$ cat src/include/spc_pkg.sv
// constants shared by both ends of the sector protection link
// assumes a 250 MHz system clock on both ends
package spc_pkg;

  // ----------------------------------------------------------------
  // opcodes
  // ----------------------------------------------------------------
  localparam logic [7:0] OP_READ_PASSWORD    = 8'he7;
  localparam logic [7:0] OP_PROGRAM_PASSWORD = 8'he8;
  localparam logic [7:0] OP_UNLOCK_PASSWORD  = 8'he9;
  localparam logic [7:0] OP_READ_LOCK        = 8'ha7;
  localparam logic [7:0] OP_CLEAR_LOCK       = 8'ha6;
  localparam logic [7:0] OP_SET_FREEZE       = 8'h91;
  localparam logic [7:0] OP_READ_NV          = 8'hfc;
  localparam logic [7:0] OP_READ_NV_4B       = 8'he2;
  localparam logic [7:0] OP_PROGRAM_NV       = 8'hfd;
  localparam logic [7:0] OP_PROGRAM_NV_4B    = 8'he3;
  localparam logic [7:0] OP_ERASE_NV         = 8'he4;
  localparam logic [7:0] OP_READ_VOL         = 8'hfa;
  localparam logic [7:0] OP_READ_VOL_4B      = 8'he0;
  localparam logic [7:0] OP_WRITE_VOL        = 8'hfb;
  localparam logic [7:0] OP_WRITE_VOL_4B     = 8'he1;
  localparam logic [7:0] OP_READ_CONFIG      = 8'h2b;
  localparam logic [7:0] OP_PROGRAM_CONFIG   = 8'h2f;
  localparam logic [7:0] OP_READ_STATUS      = 8'h05;

  // ----------------------------------------------------------------
  // frame lengths in bytes, opcode included; LEN_ADDR3 and LEN_ADDR4 count address bytes only
  // ----------------------------------------------------------------
  localparam logic [3:0] LEN_ADDR3    = 4'h3;
  localparam logic [3:0] LEN_ADDR4    = 4'h4;
  localparam logic [3:0] LEN_SHORT    = 4'h1;
  localparam logic [3:0] LEN_PASSWORD = 4'h9;
  localparam logic [3:0] LEN_CONFIG   = 4'h3;

  // ----------------------------------------------------------------
  // register fields and reset values
  // ----------------------------------------------------------------
  localparam int          CFG_PERSIST_BIT  = 1;
  localparam int          CFG_PASSWORD_BIT = 2;
  localparam int          CFG_PARAM_BIT    = 15;
  localparam logic [15:0] CFG_RESET        = 16'hffff;
  localparam logic [1:0]  MODE_NONE        = 2'h3;
  localparam logic [1:0]  MODE_ILLEGAL     = 2'h0;
  localparam logic [63:0] PASSWORD_RESET   = 64'hffffffffffffffff;
  localparam int          LOCK_BIT         = 0;
  localparam int          FREEZE_BIT       = 7;
  localparam int          WIP_BIT          = 0;
  localparam int          PERR_BIT         = 6;
  localparam logic [7:0]  PROTECT_ON       = 8'h00;
  localparam logic [7:0]  PROTECT_OFF      = 8'hff;
  localparam int          NUM_SECT         = 16;
  localparam int          SECT_W           = 4;
  localparam int          SECT_LSB         = 16;

  // ----------------------------------------------------------------
  // timing
  // ----------------------------------------------------------------
  localparam int          CLK_PERIOD_NS = 4;
  localparam int          PROG_TIME_NS  = 200000;
  localparam int          PROG_CYCLES   = (PROG_TIME_NS + CLK_PERIOD_NS - 1) / CLK_PERIOD_NS;
  localparam logic [4:0]  SCLK_DIV      = 5'h10;
  localparam logic [4:0]  SCLK_HALF     = 5'h08;

  // ----------------------------------------------------------------
  // host register map
  // ----------------------------------------------------------------
  localparam logic [7:0] REG_CMD    = 8'h00;
  localparam logic [7:0] REG_TX_HI  = 8'h04;
  localparam logic [7:0] REG_TX_LO  = 8'h08;
  localparam logic [7:0] REG_RX_HI  = 8'h0c;
  localparam logic [7:0] REG_RX_LO  = 8'h10;
  localparam logic [7:0] REG_STATUS = 8'h14;

endpackage

$ cat src/include/spc_link_if.sv
// serial link between the protection controller host and the device
// assumes the host end drives clock, select and data in
`timescale 1ns/1ps
`default_nettype none
interface spc_link_if;
  logic sclk;
  logic cs_n;
  logic mosi;
  logic miso;

  modport host   (output sclk, output cs_n, output mosi, input miso);
  modport device (input sclk, input cs_n, input mosi, output miso);
endinterface
`default_nettype wire

$ cat src/rtl/spc_device.sv
// device end: protection configuration, password, lock, freeze, sector bits
// assumes the link pins are asynchronous; sampled by sys_clk
// Functional notes
// mode bits 11: persistent mode, factory default
// 10 selects persistent, 01 selects password
// programming both mode bits zero: abort, error
// mode bits frozen once chosen; retry errors
// host writes password before password mode bit
// config program busy like page program, polled
// parameter bit programmable while freeze is zero
// parameter bit 0 top, 1 bottom
// parameter bit one-time; never returns to 1
// host sets parameter bit before array use
// 64-bit password unreadable in password mode
// lock 0 guards nv bits; clear command
// persistent: reset sets lock; no soft set
// password: reset clears lock; unlock sets
// unlock sets lock only on password match
// freeze rejects parameter and protected area writes; code rejects only parameter bit writes
// freeze volatile, set by command, hard reset
// password opcodes e7, e8, e9
// lock opcodes a7, a6, 91
// nv opcodes fc/e2, fd/e3, e4
// nv bit reads 00 protected, ff free
// volatile bit reads 00/ff, default ff
// sector protected if either bit zero
`timescale 1ns/1ps
`default_nettype none
module spc_device #(
  parameter int unsigned PROG_CYCLES = spc_pkg::PROG_CYCLES
) (
  input  wire logic                         sys_clk,
  input  wire logic                         rst_n,
  spc_link_if.device                        link,
  input  wire logic                         hard_reset,
  input  wire logic                         soft_reset,
  output logic [spc_pkg::NUM_SECT-1:0]      sector_protected,
  output logic                              param_block_top,
  output logic                              freeze,
  output logic                              write_in_progress
);

  // ----------------------------------------------------------------
  // state
  // ----------------------------------------------------------------
  logic [2:0]  sclk_s_r, cs_s_r;
  logic [1:0]  mosi_s_r;
  logic [2:0]  bit_cnt_r, bit_cnt_nxt;
  logic [7:0]  shin_r, shin_nxt;
  logic [3:0]  nbytes_r, nbytes_nxt;
  logic [7:0]  op_r, op_nxt;
  logic [63:0] rx_r, rx_nxt;
  logic [7:0]  out_r, out_nxt;
  logic [63:0] resp_r, resp_nxt;
  logic        miso_r, miso_nxt;
  logic [15:0] cfg_r, cfg_nxt;
  logic [63:0] pwd_r, pwd_nxt;
  logic        lock_r, lock_nxt;
  logic        freeze_r, freeze_nxt;
  logic        perr_r, perr_nxt;
  logic [31:0] busy_r, busy_nxt;
  logic        wip_r;
  logic        top_r;
  logic [spc_pkg::NUM_SECT-1:0] nv_r, nv_nxt, vol_r, vol_nxt, prot_r, prot_nxt;

  logic        rise, fall, cs_rise, active, byte_done, pwd_mode, busy, is4b, rd_addr;
  logic        start_prog, cfg_err;
  logic [7:0]  byte_in;
  logic [3:0]  alen;
  logic [31:0] addr_now;
  logic [63:0] w;
  logic [15:0] cfg_new;
  logic [spc_pkg::SECT_W-1:0] sect_rd, sect_pg, sect_wr;

  assign rise      = sclk_s_r[1] & ~sclk_s_r[2];
  assign fall      = ~sclk_s_r[1] & sclk_s_r[2];
  assign cs_rise   = cs_s_r[1] & ~cs_s_r[2];
  assign active    = ~cs_s_r[1];
  assign byte_done = rise & active & (bit_cnt_r == 3'h7);
  assign byte_in   = {shin_r[6:0], mosi_s_r[1]};
  assign pwd_mode  = ~cfg_r[spc_pkg::CFG_PASSWORD_BIT];
  assign busy      = (busy_r != 32'h0);
  assign is4b      = (op_r == spc_pkg::OP_READ_NV_4B) || (op_r == spc_pkg::OP_READ_VOL_4B) ||
                     (op_r == spc_pkg::OP_PROGRAM_NV_4B) || (op_r == spc_pkg::OP_WRITE_VOL_4B);
  assign alen      = is4b ? spc_pkg::LEN_ADDR4 : spc_pkg::LEN_ADDR3;
  assign rd_addr   = (op_r == spc_pkg::OP_READ_NV) || (op_r == spc_pkg::OP_READ_NV_4B) ||
                     (op_r == spc_pkg::OP_READ_VOL) || (op_r == spc_pkg::OP_READ_VOL_4B);
  assign addr_now  = {rx_r[23:0], byte_in};
  assign sect_rd   = addr_now[spc_pkg::SECT_LSB +: spc_pkg::SECT_W];
  assign sect_pg   = rx_r[spc_pkg::SECT_LSB +: spc_pkg::SECT_W];
  assign sect_wr   = rx_r[spc_pkg::SECT_LSB + 8 +: spc_pkg::SECT_W];
  assign cfg_new   = {rx_r[7:0], rx_r[15:8]};

  // ----------------------------------------------------------------
  // per-sector protection
  // ----------------------------------------------------------------
  genvar gi;
  generate
    for (gi = 0; gi < spc_pkg::NUM_SECT; gi++)
    begin : g_sect
      assign prot_nxt[gi] = ~(nv_r[gi] & vol_r[gi]);
    end
  endgenerate

  // ----------------------------------------------------------------
  // next state
  // ----------------------------------------------------------------
  always_comb
  begin
    bit_cnt_nxt = bit_cnt_r;
    shin_nxt    = shin_r;
    nbytes_nxt  = nbytes_r;
    op_nxt      = op_r;
    rx_nxt      = rx_r;
    out_nxt     = out_r;
    resp_nxt    = resp_r;
    miso_nxt    = miso_r;
    cfg_nxt     = cfg_r;
    pwd_nxt     = pwd_r;
    lock_nxt    = lock_r;
    freeze_nxt  = freeze_r;
    perr_nxt    = perr_r;
    nv_nxt      = nv_r;
    vol_nxt     = vol_r;
    busy_nxt    = busy ? busy_r - 32'h1 : busy_r;
    start_prog  = 1'b0;
    cfg_err     = 1'b0;
    w           = spc_pkg::PASSWORD_RESET;

    if (rise && active)
    begin
      bit_cnt_nxt = bit_cnt_r + 3'h1;
      shin_nxt    = byte_in;
    end
    if (fall && active)
    begin
      miso_nxt = out_r[7];
      out_nxt  = {out_r[6:0], 1'b1};
    end
    if (byte_done)
    begin
      nbytes_nxt = (nbytes_r == 4'hf) ? nbytes_r : nbytes_r + 4'h1;
      resp_nxt   = {resp_r[55:0], 8'hff};
      out_nxt    = resp_r[63:56];
      if (nbytes_r == 4'h0)
      begin
        op_nxt = byte_in;
        unique case (byte_in)
          spc_pkg::OP_READ_PASSWORD: w = pwd_mode ? spc_pkg::PASSWORD_RESET : pwd_r;
          spc_pkg::OP_READ_LOCK:     w = {freeze_r, 6'h0, lock_r, 56'hffffffffffffff};
          spc_pkg::OP_READ_CONFIG:   w = {cfg_r[7:0], cfg_r[15:8], 48'hffffffffffff};
          spc_pkg::OP_READ_STATUS:   w = {1'b0, perr_r, 5'h0, busy, 56'hffffffffffffff};
          default:                   w = spc_pkg::PASSWORD_RESET;
        endcase
        out_nxt  = w[63:56];
        resp_nxt = {w[55:0], 8'hff};
      end
      else
      begin
        rx_nxt = {rx_r[55:0], byte_in};
        if (rd_addr && (nbytes_r == alen))
        begin
          if ((op_r == spc_pkg::OP_READ_NV) || (op_r == spc_pkg::OP_READ_NV_4B))
            out_nxt = nv_r[sect_rd] ? spc_pkg::PROTECT_OFF : spc_pkg::PROTECT_ON;
          else
            out_nxt = vol_r[sect_rd] ? spc_pkg::PROTECT_OFF : spc_pkg::PROTECT_ON;
        end
      end
    end

    // commands take effect when select goes high; ignored while busy
    if (cs_rise && !busy)
    begin
      unique case (op_r)
        spc_pkg::OP_CLEAR_LOCK:
          if (nbytes_r == spc_pkg::LEN_SHORT)
            lock_nxt = 1'b0;
        spc_pkg::OP_SET_FREEZE:
          if (nbytes_r == spc_pkg::LEN_SHORT)
            freeze_nxt = 1'b1;
        spc_pkg::OP_ERASE_NV:
          if (nbytes_r == spc_pkg::LEN_SHORT)
          begin
            if (lock_r)
            begin
              nv_nxt     = '1;
              start_prog = 1'b1;
            end
            else
              perr_nxt = 1'b1;
          end
        spc_pkg::OP_PROGRAM_NV, spc_pkg::OP_PROGRAM_NV_4B:
          if (nbytes_r == alen + 4'h1)
          begin
            if (lock_r)
            begin
              nv_nxt[sect_pg] = 1'b0;
              start_prog      = 1'b1;
            end
            else
              perr_nxt = 1'b1;
          end
        spc_pkg::OP_WRITE_VOL, spc_pkg::OP_WRITE_VOL_4B:
          if (nbytes_r == alen + 4'h2)
            vol_nxt[sect_wr] = (rx_r[7:0] == spc_pkg::PROTECT_OFF);
        spc_pkg::OP_PROGRAM_PASSWORD:
          if (nbytes_r == spc_pkg::LEN_PASSWORD)
          begin
            if (pwd_mode)
              perr_nxt = 1'b1;
            else
            begin
              pwd_nxt    = pwd_r & rx_r;
              start_prog = 1'b1;
            end
          end
        spc_pkg::OP_UNLOCK_PASSWORD:
          if ((nbytes_r == spc_pkg::LEN_PASSWORD) && pwd_mode && (rx_r == pwd_r))
            lock_nxt = 1'b1;
        spc_pkg::OP_PROGRAM_CONFIG:
          if (nbytes_r == spc_pkg::LEN_CONFIG)
          begin
            cfg_err = (cfg_new[2:1] == spc_pkg::MODE_ILLEGAL) ||
                      ((cfg_r[2:1] != spc_pkg::MODE_NONE) && (cfg_new[2:1] != cfg_r[2:1])) ||
                      (freeze_r && cfg_r[spc_pkg::CFG_PARAM_BIT] &&
                       !cfg_new[spc_pkg::CFG_PARAM_BIT]);
            if (cfg_err)
              perr_nxt = 1'b1;
            else
            begin
              cfg_nxt[2:1] = cfg_r[2:1] & cfg_new[2:1];
              cfg_nxt[spc_pkg::CFG_PARAM_BIT] = cfg_r[spc_pkg::CFG_PARAM_BIT] &
                                                cfg_new[spc_pkg::CFG_PARAM_BIT];
              start_prog = 1'b1;
            end
          end
        default:
          begin
          end
      endcase
    end
    if (start_prog)
    begin
      busy_nxt = PROG_CYCLES;
      perr_nxt = 1'b0;
    end
    if (!active || soft_reset)
    begin
      bit_cnt_nxt = 3'h0;
      nbytes_nxt  = 4'h0;
    end
    if (hard_reset)
    begin
      lock_nxt    = cfg_r[spc_pkg::CFG_PASSWORD_BIT];
      freeze_nxt  = 1'b0;
      vol_nxt     = '1;
      bit_cnt_nxt = 3'h0;
      nbytes_nxt  = 4'h0;
    end
  end

  // ----------------------------------------------------------------
  // registers
  // ----------------------------------------------------------------
  always_ff @(posedge sys_clk or negedge rst_n)
  begin
    if (!rst_n)
    begin
      sclk_s_r  <= 3'h0;
      cs_s_r    <= 3'h7;
      mosi_s_r  <= 2'h0;
      bit_cnt_r <= 3'h0;
      shin_r    <= 8'h0;
      nbytes_r  <= 4'h0;
      op_r      <= 8'h0;
      rx_r      <= 64'h0;
      out_r     <= 8'hff;
      resp_r    <= 64'h0;
      miso_r    <= 1'b1;
      cfg_r     <= spc_pkg::CFG_RESET;
      pwd_r     <= spc_pkg::PASSWORD_RESET;
      lock_r    <= 1'b1;
      freeze_r  <= 1'b0;
      perr_r    <= 1'b0;
      busy_r    <= 32'h0;
      wip_r     <= 1'b0;
      top_r     <= 1'b0;
      nv_r      <= '1;
      vol_r     <= '1;
      prot_r    <= '0;
    end
    else
    begin
      sclk_s_r  <= {sclk_s_r[1:0], link.sclk};
      cs_s_r    <= {cs_s_r[1:0], link.cs_n};
      mosi_s_r  <= {mosi_s_r[0], link.mosi};
      bit_cnt_r <= bit_cnt_nxt;
      shin_r    <= shin_nxt;
      nbytes_r  <= nbytes_nxt;
      op_r      <= op_nxt;
      rx_r      <= rx_nxt;
      out_r     <= out_nxt;
      resp_r    <= resp_nxt;
      miso_r    <= miso_nxt;
      cfg_r     <= cfg_nxt;
      pwd_r     <= pwd_nxt;
      lock_r    <= lock_nxt;
      freeze_r  <= freeze_nxt;
      perr_r    <= perr_nxt;
      busy_r    <= busy_nxt;
      wip_r     <= (busy_nxt != 32'h0);
      top_r     <= ~cfg_r[spc_pkg::CFG_PARAM_BIT];
      nv_r      <= nv_nxt;
      vol_r     <= vol_nxt;
      prot_r    <= prot_nxt;
    end
  end

  assign link.miso        = miso_r;
  assign sector_protected = prot_r;
  assign param_block_top  = top_r;
  assign freeze           = freeze_r;
  assign write_in_progress              = wip_r;

endmodule
`default_nettype wire

$ cat src/flat_wrapper.sv
// flat-port wrapper written by rule: the top's interface ports become plain ports
module spc_device_flat 
#(
  parameter int unsigned PROG_CYCLES = spc_pkg::PROG_CYCLES
)
  (sys_clk, rst_n, hard_reset, soft_reset, sector_protected, param_block_top, freeze, write_in_progress, link_sclk, link_cs_n, link_mosi, link_miso);
  spc_link_if link_i ();
  input  wire logic sys_clk;
  input  wire logic rst_n;
  input  wire logic hard_reset;
  input  wire logic soft_reset;
  output logic [spc_pkg::NUM_SECT-1:0] sector_protected;
  output logic param_block_top;
  output logic freeze;
  output logic write_in_progress;
  input wire logic [$bits(link_i.sclk)-1:0] link_sclk;
  input wire logic [$bits(link_i.cs_n)-1:0] link_cs_n;
  input wire logic [$bits(link_i.mosi)-1:0] link_mosi;
  output wire logic [$bits(link_i.miso)-1:0] link_miso;
  assign link_i.sclk = link_sclk;
  assign link_i.cs_n = link_cs_n;
  assign link_i.mosi = link_mosi;
  assign link_miso = link_i.miso;
  spc_device #(.PROG_CYCLES(PROG_CYCLES)) u_core (.sys_clk(sys_clk), .rst_n(rst_n), .link(link_i), .hard_reset(hard_reset), .soft_reset(soft_reset), .sector_protected(sector_protected), .param_block_top(param_block_top), .freeze(freeze), .write_in_progress(write_in_progress));
endmodule
$ cat config.mk
export PLATFORM = sky130hd
export DESIGN_NAME = spc_device_flat
export DESIGN_NICKNAME = d
export VERILOG_FILES = /design/src/include/spc_pkg.sv /design/src/include/spc_link_if.sv /design/src/rtl/spc_device.sv /design/src/flat_wrapper.sv
export SDC_FILE = /design/constraint.sdc
export NUM_CORES = 1
export LEC_CHECK = 0
export BUFFER_PORTS_ARGS = -buffer_cell sky130_fd_sc_hd__buf_2
export CORE_UTILIZATION = 68
export DETAILED_ROUTE_END_ITERATION = 6
export HOLD_SLACK_MARGIN = 0.06
export MAX_ROUTING_LAYER = met4
export PLACE_DENSITY = 0.85
export RECOVER_POWER = 50
export SLEW_MARGIN = 10
export SYNTH_ARGS = -nofsm -noshare
export SYNTH_HDL_FRONTEND = slang
export SYNTH_SLANG_ARGS = --single-unit
$ cat constraint.sdc
create_clock -name sys_clk -period 6.95 [get_ports sys_clk]
set_input_delay 1.0425 -clock sys_clk [delete_from_list [all_inputs] [get_ports sys_clk]]
set_output_delay 1.0425 -clock sys_clk [all_outputs]
set_load 0.02 [all_outputs]
* After elaboration in Yosys (flattened, before gate mapping)
Cells that the tools add are included.
** Word-level totals
- Register bits after elaboration :: 319
- Word-level logic and storage cells :: 241
** Cells by class
- Add/subtract/negate cells :: 5
- Order comparisons :: 5
- Eq/ne operators :: 43
- Muxes and demuxes :: 66
- Bitwise logic cells :: 50
- Reduce and logical (&&, ||, !) cells :: 50
** Operator list (number)
- $pmux 64 s4 :: 1
- $eq 8x8->1 const B :: 16
- $mux 16 :: 8
- $mux 64 :: 2
- $and 64x64->64 :: 1
- $eq 64x64->1 :: 1
- $mux 32 :: 2
- $reduce_bool 32->1 :: 2
- $mux 8 :: 7
- $pmux 16 s2 :: 1
- $sub 32x1->32 const B :: 1
- $mux 1 :: 29
- $not 1->1 :: 24
- $and 1x1->1 :: 22
- $and 16x16->16 :: 1
- $bwmux 16 :: 1
- $eq 8x6->1 const B :: 2
- $mux 4 :: 4
- $not 16->16 :: 1
- $reduce_bool 2->1 :: 8
- $lt 4x5->1 const B :: 3
- $ne 3x1->1 const B :: 5
- $eq 4x4->1 :: 3
- $mux 3 :: 4
- other kinds (32) :: 70

* Depth between registers and ports, before layout
- Depth after elaboration :: 12
- Mapped depth :: 11

* Least setup slack after synthesis
OpenSTA, ideal clock, no wires.
- Path type :: register to register
- Start :: register u_core.busy_r[0]
- End :: register u_core.wip_r (netlist: u_core.write_in_progress)
- Data arrival time :: 2706 ps
- Required time :: 6811 ps
- Path slack :: 4105 ps
- Stages on the path, launching flop included :: 10
- Cell sequence :: dfrtp_1 > inv_1 > ha_1 > nor3b_1 > nand2_1 > a21o_1 > a221oi_1 > o211a_1 > or4b_1 > or4_1
** On the way
- Longest elaborated chain between the ends :: 6
- Elaborated cells on any way between the ends :: 8
- Classes of those cells :: add/sub: 1; mux: 3; reduce/logical: 4
** RTL lines
- start: declaration :: line spc_device.sv:61 : logic [31:0] busy_r, busy_nxt;
- start signal: assignment :: line spc_device.sv:310 : busy_r <= busy_nxt;
- parallel branches: the longest is 4 deep, another holds $sub 32x1->32
- $mux 32 * :: line spc_device.sv:242 : if (start_prog)
- $reduce_bool 32->1 * :: line spc_device.sv:311 : wip_r <= (busy_nxt != 32'h0);
- end signal: assignment :: line spc_device.sv:311
- end: declaration :: line spc_device.sv:62 : logic wip_r;
Every way passes the cells marked *.
A chain may end at the register's enable or synchronous reset.

* Worst setup path after layout
- Start :: register u_core.busy_r[3]
- End :: register u_core.vol_r[12] in the netlist's numbering
** On the way
- Longest elaborated chain between the ends :: 5
** RTL lines
- $reduce_bool 32->1 :: line spc_device.sv:82 : assign busy = (busy_r != 32'h0);
- $logic_not 1->1 :: line spc_device.sv:172 : if (cs_rise && !busy)
- $logic_and 1x1->1 :: line spc_device.sv:172
- $reduce_bool 2->1 (no line)
- $reduce_and 3->1 (no line)
- end signal: assignment :: line spc_device.sv:314 : vol_r <= vol_nxt;
- end: declaration :: line spc_device.sv:64 : logic [spc_pkg::NUM_SECT-1:0] nv_r, nv_nxt, vol_r, vol_nxt, prot_r, prot_nxt;
Every way passes these cells.

==> results_dict.tcl <==
set metrics [dict create \
    status "finished with violations" \
    violations "capacitance limit, slew limit" \
    criticalPathCategory "flip-flop to flip-flop" \
    wirelength_met1_mm 14.8 \
    vias 11398 \
    max-cap-violations 2 \
    crit_fanout 9 \
    hold_buffers 0 \
    top_layer "met4" \
    postCtsSetupRepairBufs 0 \
    syn_inst 1429 \
    synth_edf_count 0 \
    cts_root_buf "clkbuf_16" \
    relSlewSlack_pct -23.0 \
    drtIter0Drc 1211 \
    pwr-share-seq_pct 50.7 \
    drv_slew 90 \
    cts_sinks 312 \
    clockBufferDepth 3 \
    pwr-share-clk_pct 46.4 \
    cts_max_level 1 \
    min_period_ns 4.09 \
    min_period_over_period_pct 58.9 \
    critPathLaunchType "flip-flop" \
    yosysSeqAreaShare_pct 53.3 \
    setup_tns_ns 0 \
    postCtsResizedCells 0 \
    drt-total-wl_mm 36.0 \
    num_io_pins 27 \
    layout_commonest_cell "nand2_1" \
    skew_ns 0.0147 \
    dr.pass1.iters 5 \
    fp.dieW_um 150 \
    antenna_found_initial 0 \
    dr_wl_met2_mm 17.4 \
    clk_latency_ns 0.58 \
    setup_viol 0 \
    fmax_mhz 244 \
    antenna_cells 0 \
    ant_nets 0 \
    postSynth.asyncResetShare_pct 100 \
    dr_wl_met3_mm 2.55 \
    dp_hpwl_mm 22.9 \
    via_per_inst 6.62 \
    die-area_mm2 0.0225 \
    grt-ovfl-total 0 \
    grt_usage_pct 34.3 \
    swShare_pct 22.0 \
    grt_pass1_vias 11219 \
    initial_utilization_pct 70.1 \
    mostFrequentLayoutCells "360 x nand2_1, 200 x dfrtp_1, 100 x o21ai_0" \
    endpoint_kind "flip-flop" \
    gp_congestion 0.937 \
    crit_path_top_delay_cell "nor4_1" \
    power_switching_mw 0.829 \
    drc_errors 0 \
    coreArea_mm2 0.0213 \
    cts_tree "built" \
    critPathMostFrequentCell "nor3_1" \
    clk_pin_slew_ns 0.06 \
    grt_pass1_wl_mm 58.7 \
    synth_nets 1509 \
    synth_cell_type_count 79 \
    cp.arrival_ns 4.58 \
    synth_warnings 0 \
    rows 53 \
    tightestPinTransition_ns 1.85 \
    intPower_mw 2.94 \
    areaGrowthSynthToFinish_pct 8.61 \
    comb_power_share_pct 3.0 \
    p_per_area_mw_per_mm2 233 \
    crit_path_max_incr_delay_ns 1.18 \
    p_leak_nw 7.93 \
    rsz0062_at_grt "false" \
    syn_area_per_cell_um2 10.4 \
    post_drt_wl_per_cell_um 20.9 \
    critPathRequiredTime_ns 7.44 \
    synthFlopType "dfrtp_1" \
    hold_class "flip-flop to flip-flop" \
    die_h_um 150 \
    num-nets-final 1503 \
    cts_buffers 31 \
    final-hold-violation-count 0 \
    synth_seq_cells 312 \
    worstPathCellList "nor4_1, nand2_2, nor3_1, and2_0, nand4_1, nor3_1, mux2i_1" \
    ir_drop_mv 0.262 \
    grt_max_degree 119 \
    syn_area_mm2 0.0149 \
    numPortBuffers 26 \
    finalPower_mw 3.77 \
    drive_above_1_share_pct 18.4 \
]
==> final cells by class <==
type	instances	area (µm²)
clock buffer	45	888
clock inverter	13	186
fill	1346	5080
inverter	9	33.8
multi-input combinational	1034	6630
sequential	312	7950
tap	275	344
timing repair buffer	35	179
==> power groups by stage <==
stage / clock network [mW] / logic (mW) / registers, mW
after global placement: 0 / 0.109 / 1.94
after global routing: 1.83 / 0.126 / 1.91
after detailed placement: 0 / 0.113 / 1.94
after CTS: 1.76 / 0.113 / 1.91
after floorplan: 0 / 0.0624 / 1.92
final: 1.75 / 0.111 / 1.91
==> synth_stat cells, types with 4 or more instances <==
cell	n	share of area, %
a211oi_1	5	0.25
a21oi_1	16	0.54
a221oi_1	4	0.23
and2_1	6	0.25
and3_1	5	0.21
buf_2	4	0.13
clkbuf_1	66	1.7
dfrtp_1	200	34
dfstp_2	112	20
ha_1	73	6.1
inv_1	9	0.23
mux2_2	76	5.7
mux2i_1	15	1.0
mux4_2	10	1.5
nand2_1	361	9.1
nand2b_1	11	0.46
nand3_1	16	0.54
nand3b_1	7	0.35
nand4_1	17	0.71
nand4b_1	7	0.41
nor2_1	53	1.3
nor2b_1	7	0.29
nor3_1	21	0.70
nor3b_1	5	0.25
nor4_1	25	1.0
nor4b_1	4	0.23
o21a_1	7	0.35
o21ai_0	99	3.3
o22ai_1	64	2.7
o41ai_1	5	0.29
or2_2	5	0.21
or3_1	20	0.84
or4_1	4	0.20
xnor2_1	11	0.65
xor2_1	11	0.65
==> kinds of logic after synthesis <==
logic type                 after synthesis  share of synthesized area (%)
and+or+nand+nor                        604                           19.3
DFF                                    312                           53.3
AOI/OAI and AO/OA                      234                           9.58
muxes                                  101                           8.25
buffers and inverters                   83                           2.17
adders and majority gates               73                           6.12
xor gates and xnor gates                22                           1.29
==> flip-flops by register name (all words and copies together), names as in the netlist <==
| signal | flops |
|---|---|
| u_core.pwd_r | 64 |
| u_core.rx_r | 64 |
| u_core.resp_r | 57 |
| u_core.busy_r | 32 |
| u_core.nv_r | 16 |
| u_core.sector_protected | 16 |
| u_core.vol_r | 16 |
| u_core.op_r | 8 |
| u_core.out_r | 8 |
| u_core.shin_r | 7 |
| u_core.nbytes_r | 4 |
| u_core.bit_cnt_r | 3 |
| u_core.cfg_r | 3 |
| u_core.cs_s_r | 3 |
| u_core.sclk_s_r | 3 |
| u_core.mosi_s_r | 2 |
| u_core.freeze | 1 |
| u_core.link.miso | 1 |
| u_core.lock_r | 1 |
| u_core.param_block_top | 1 |
| u_core.perr_r | 1 |
| u_core.write_in_progress | 1 |
==> worst paths after layout <==
| kind | startpoint | to | slack, ns | cells after the start |
|---|---|---|---|---|
| setup / recovery | u_core.busy_r[3]$_DFF_PN0_ | u_core.vol_r[12]$_DFFE_PN1P_ | 2.86 | 7 |
| hold / removal | u_core.mosi_s_r[0]$_DFF_PN0_ | u_core.mosi_s_r[1]$_DFF_PN0_ | 0.35 | 0 |
| setup reg to reg | u_core.busy_r[3]$_DFF_PN0_ | u_core.vol_r[12]$_DFFE_PN1P_ | 2.86 | 7 |
| hold reg to reg | u_core.mosi_s_r[0]$_DFF_PN0_ | u_core.mosi_s_r[1]$_DFF_PN0_ | 0.35 | 0 |
| max in group asynchronous | rst_n | u_core.freeze$_DFFE_PN0P_ | 4.14 | 2 |
| min in group asynchronous | rst_n | u_core.resp_r[53]$_DFFE_PN0P_ | 0.51 | 1 |
==> metrics by stage <==
step	setup WS (ns)	util, %	std cells	instance area, µm²	hold slack [ns]
finish	2.86	76.1	1723	16200	0.349
global route	2.64	76.1	1723	16200	0.353
detailed placement	3.57	71.4	1665	15200	0.346
floorplan	4.11	-	1429	14900	0.331
CTS	3.47	76.5	1723	16300	0.350
global placement	3.75	71.4	1665	15200	0.334
==> worst max-delay path: cells and delay by family (launching register included) <==
kind          cells  cell delay, ns
flops             1            0.44
simple gates      6            3.30
mux               1            0.26
==> layer usage <==
layer | vias to the layer above | GRT usage (%)
li1 | 5066 | -
met2 | 548 | 53.8
met3 | 95 | 4.64
met4 | 0 | 11.6
met1 | 5689 | 46.6
met5 | - | -
Power figures use the tool's default switching activity.
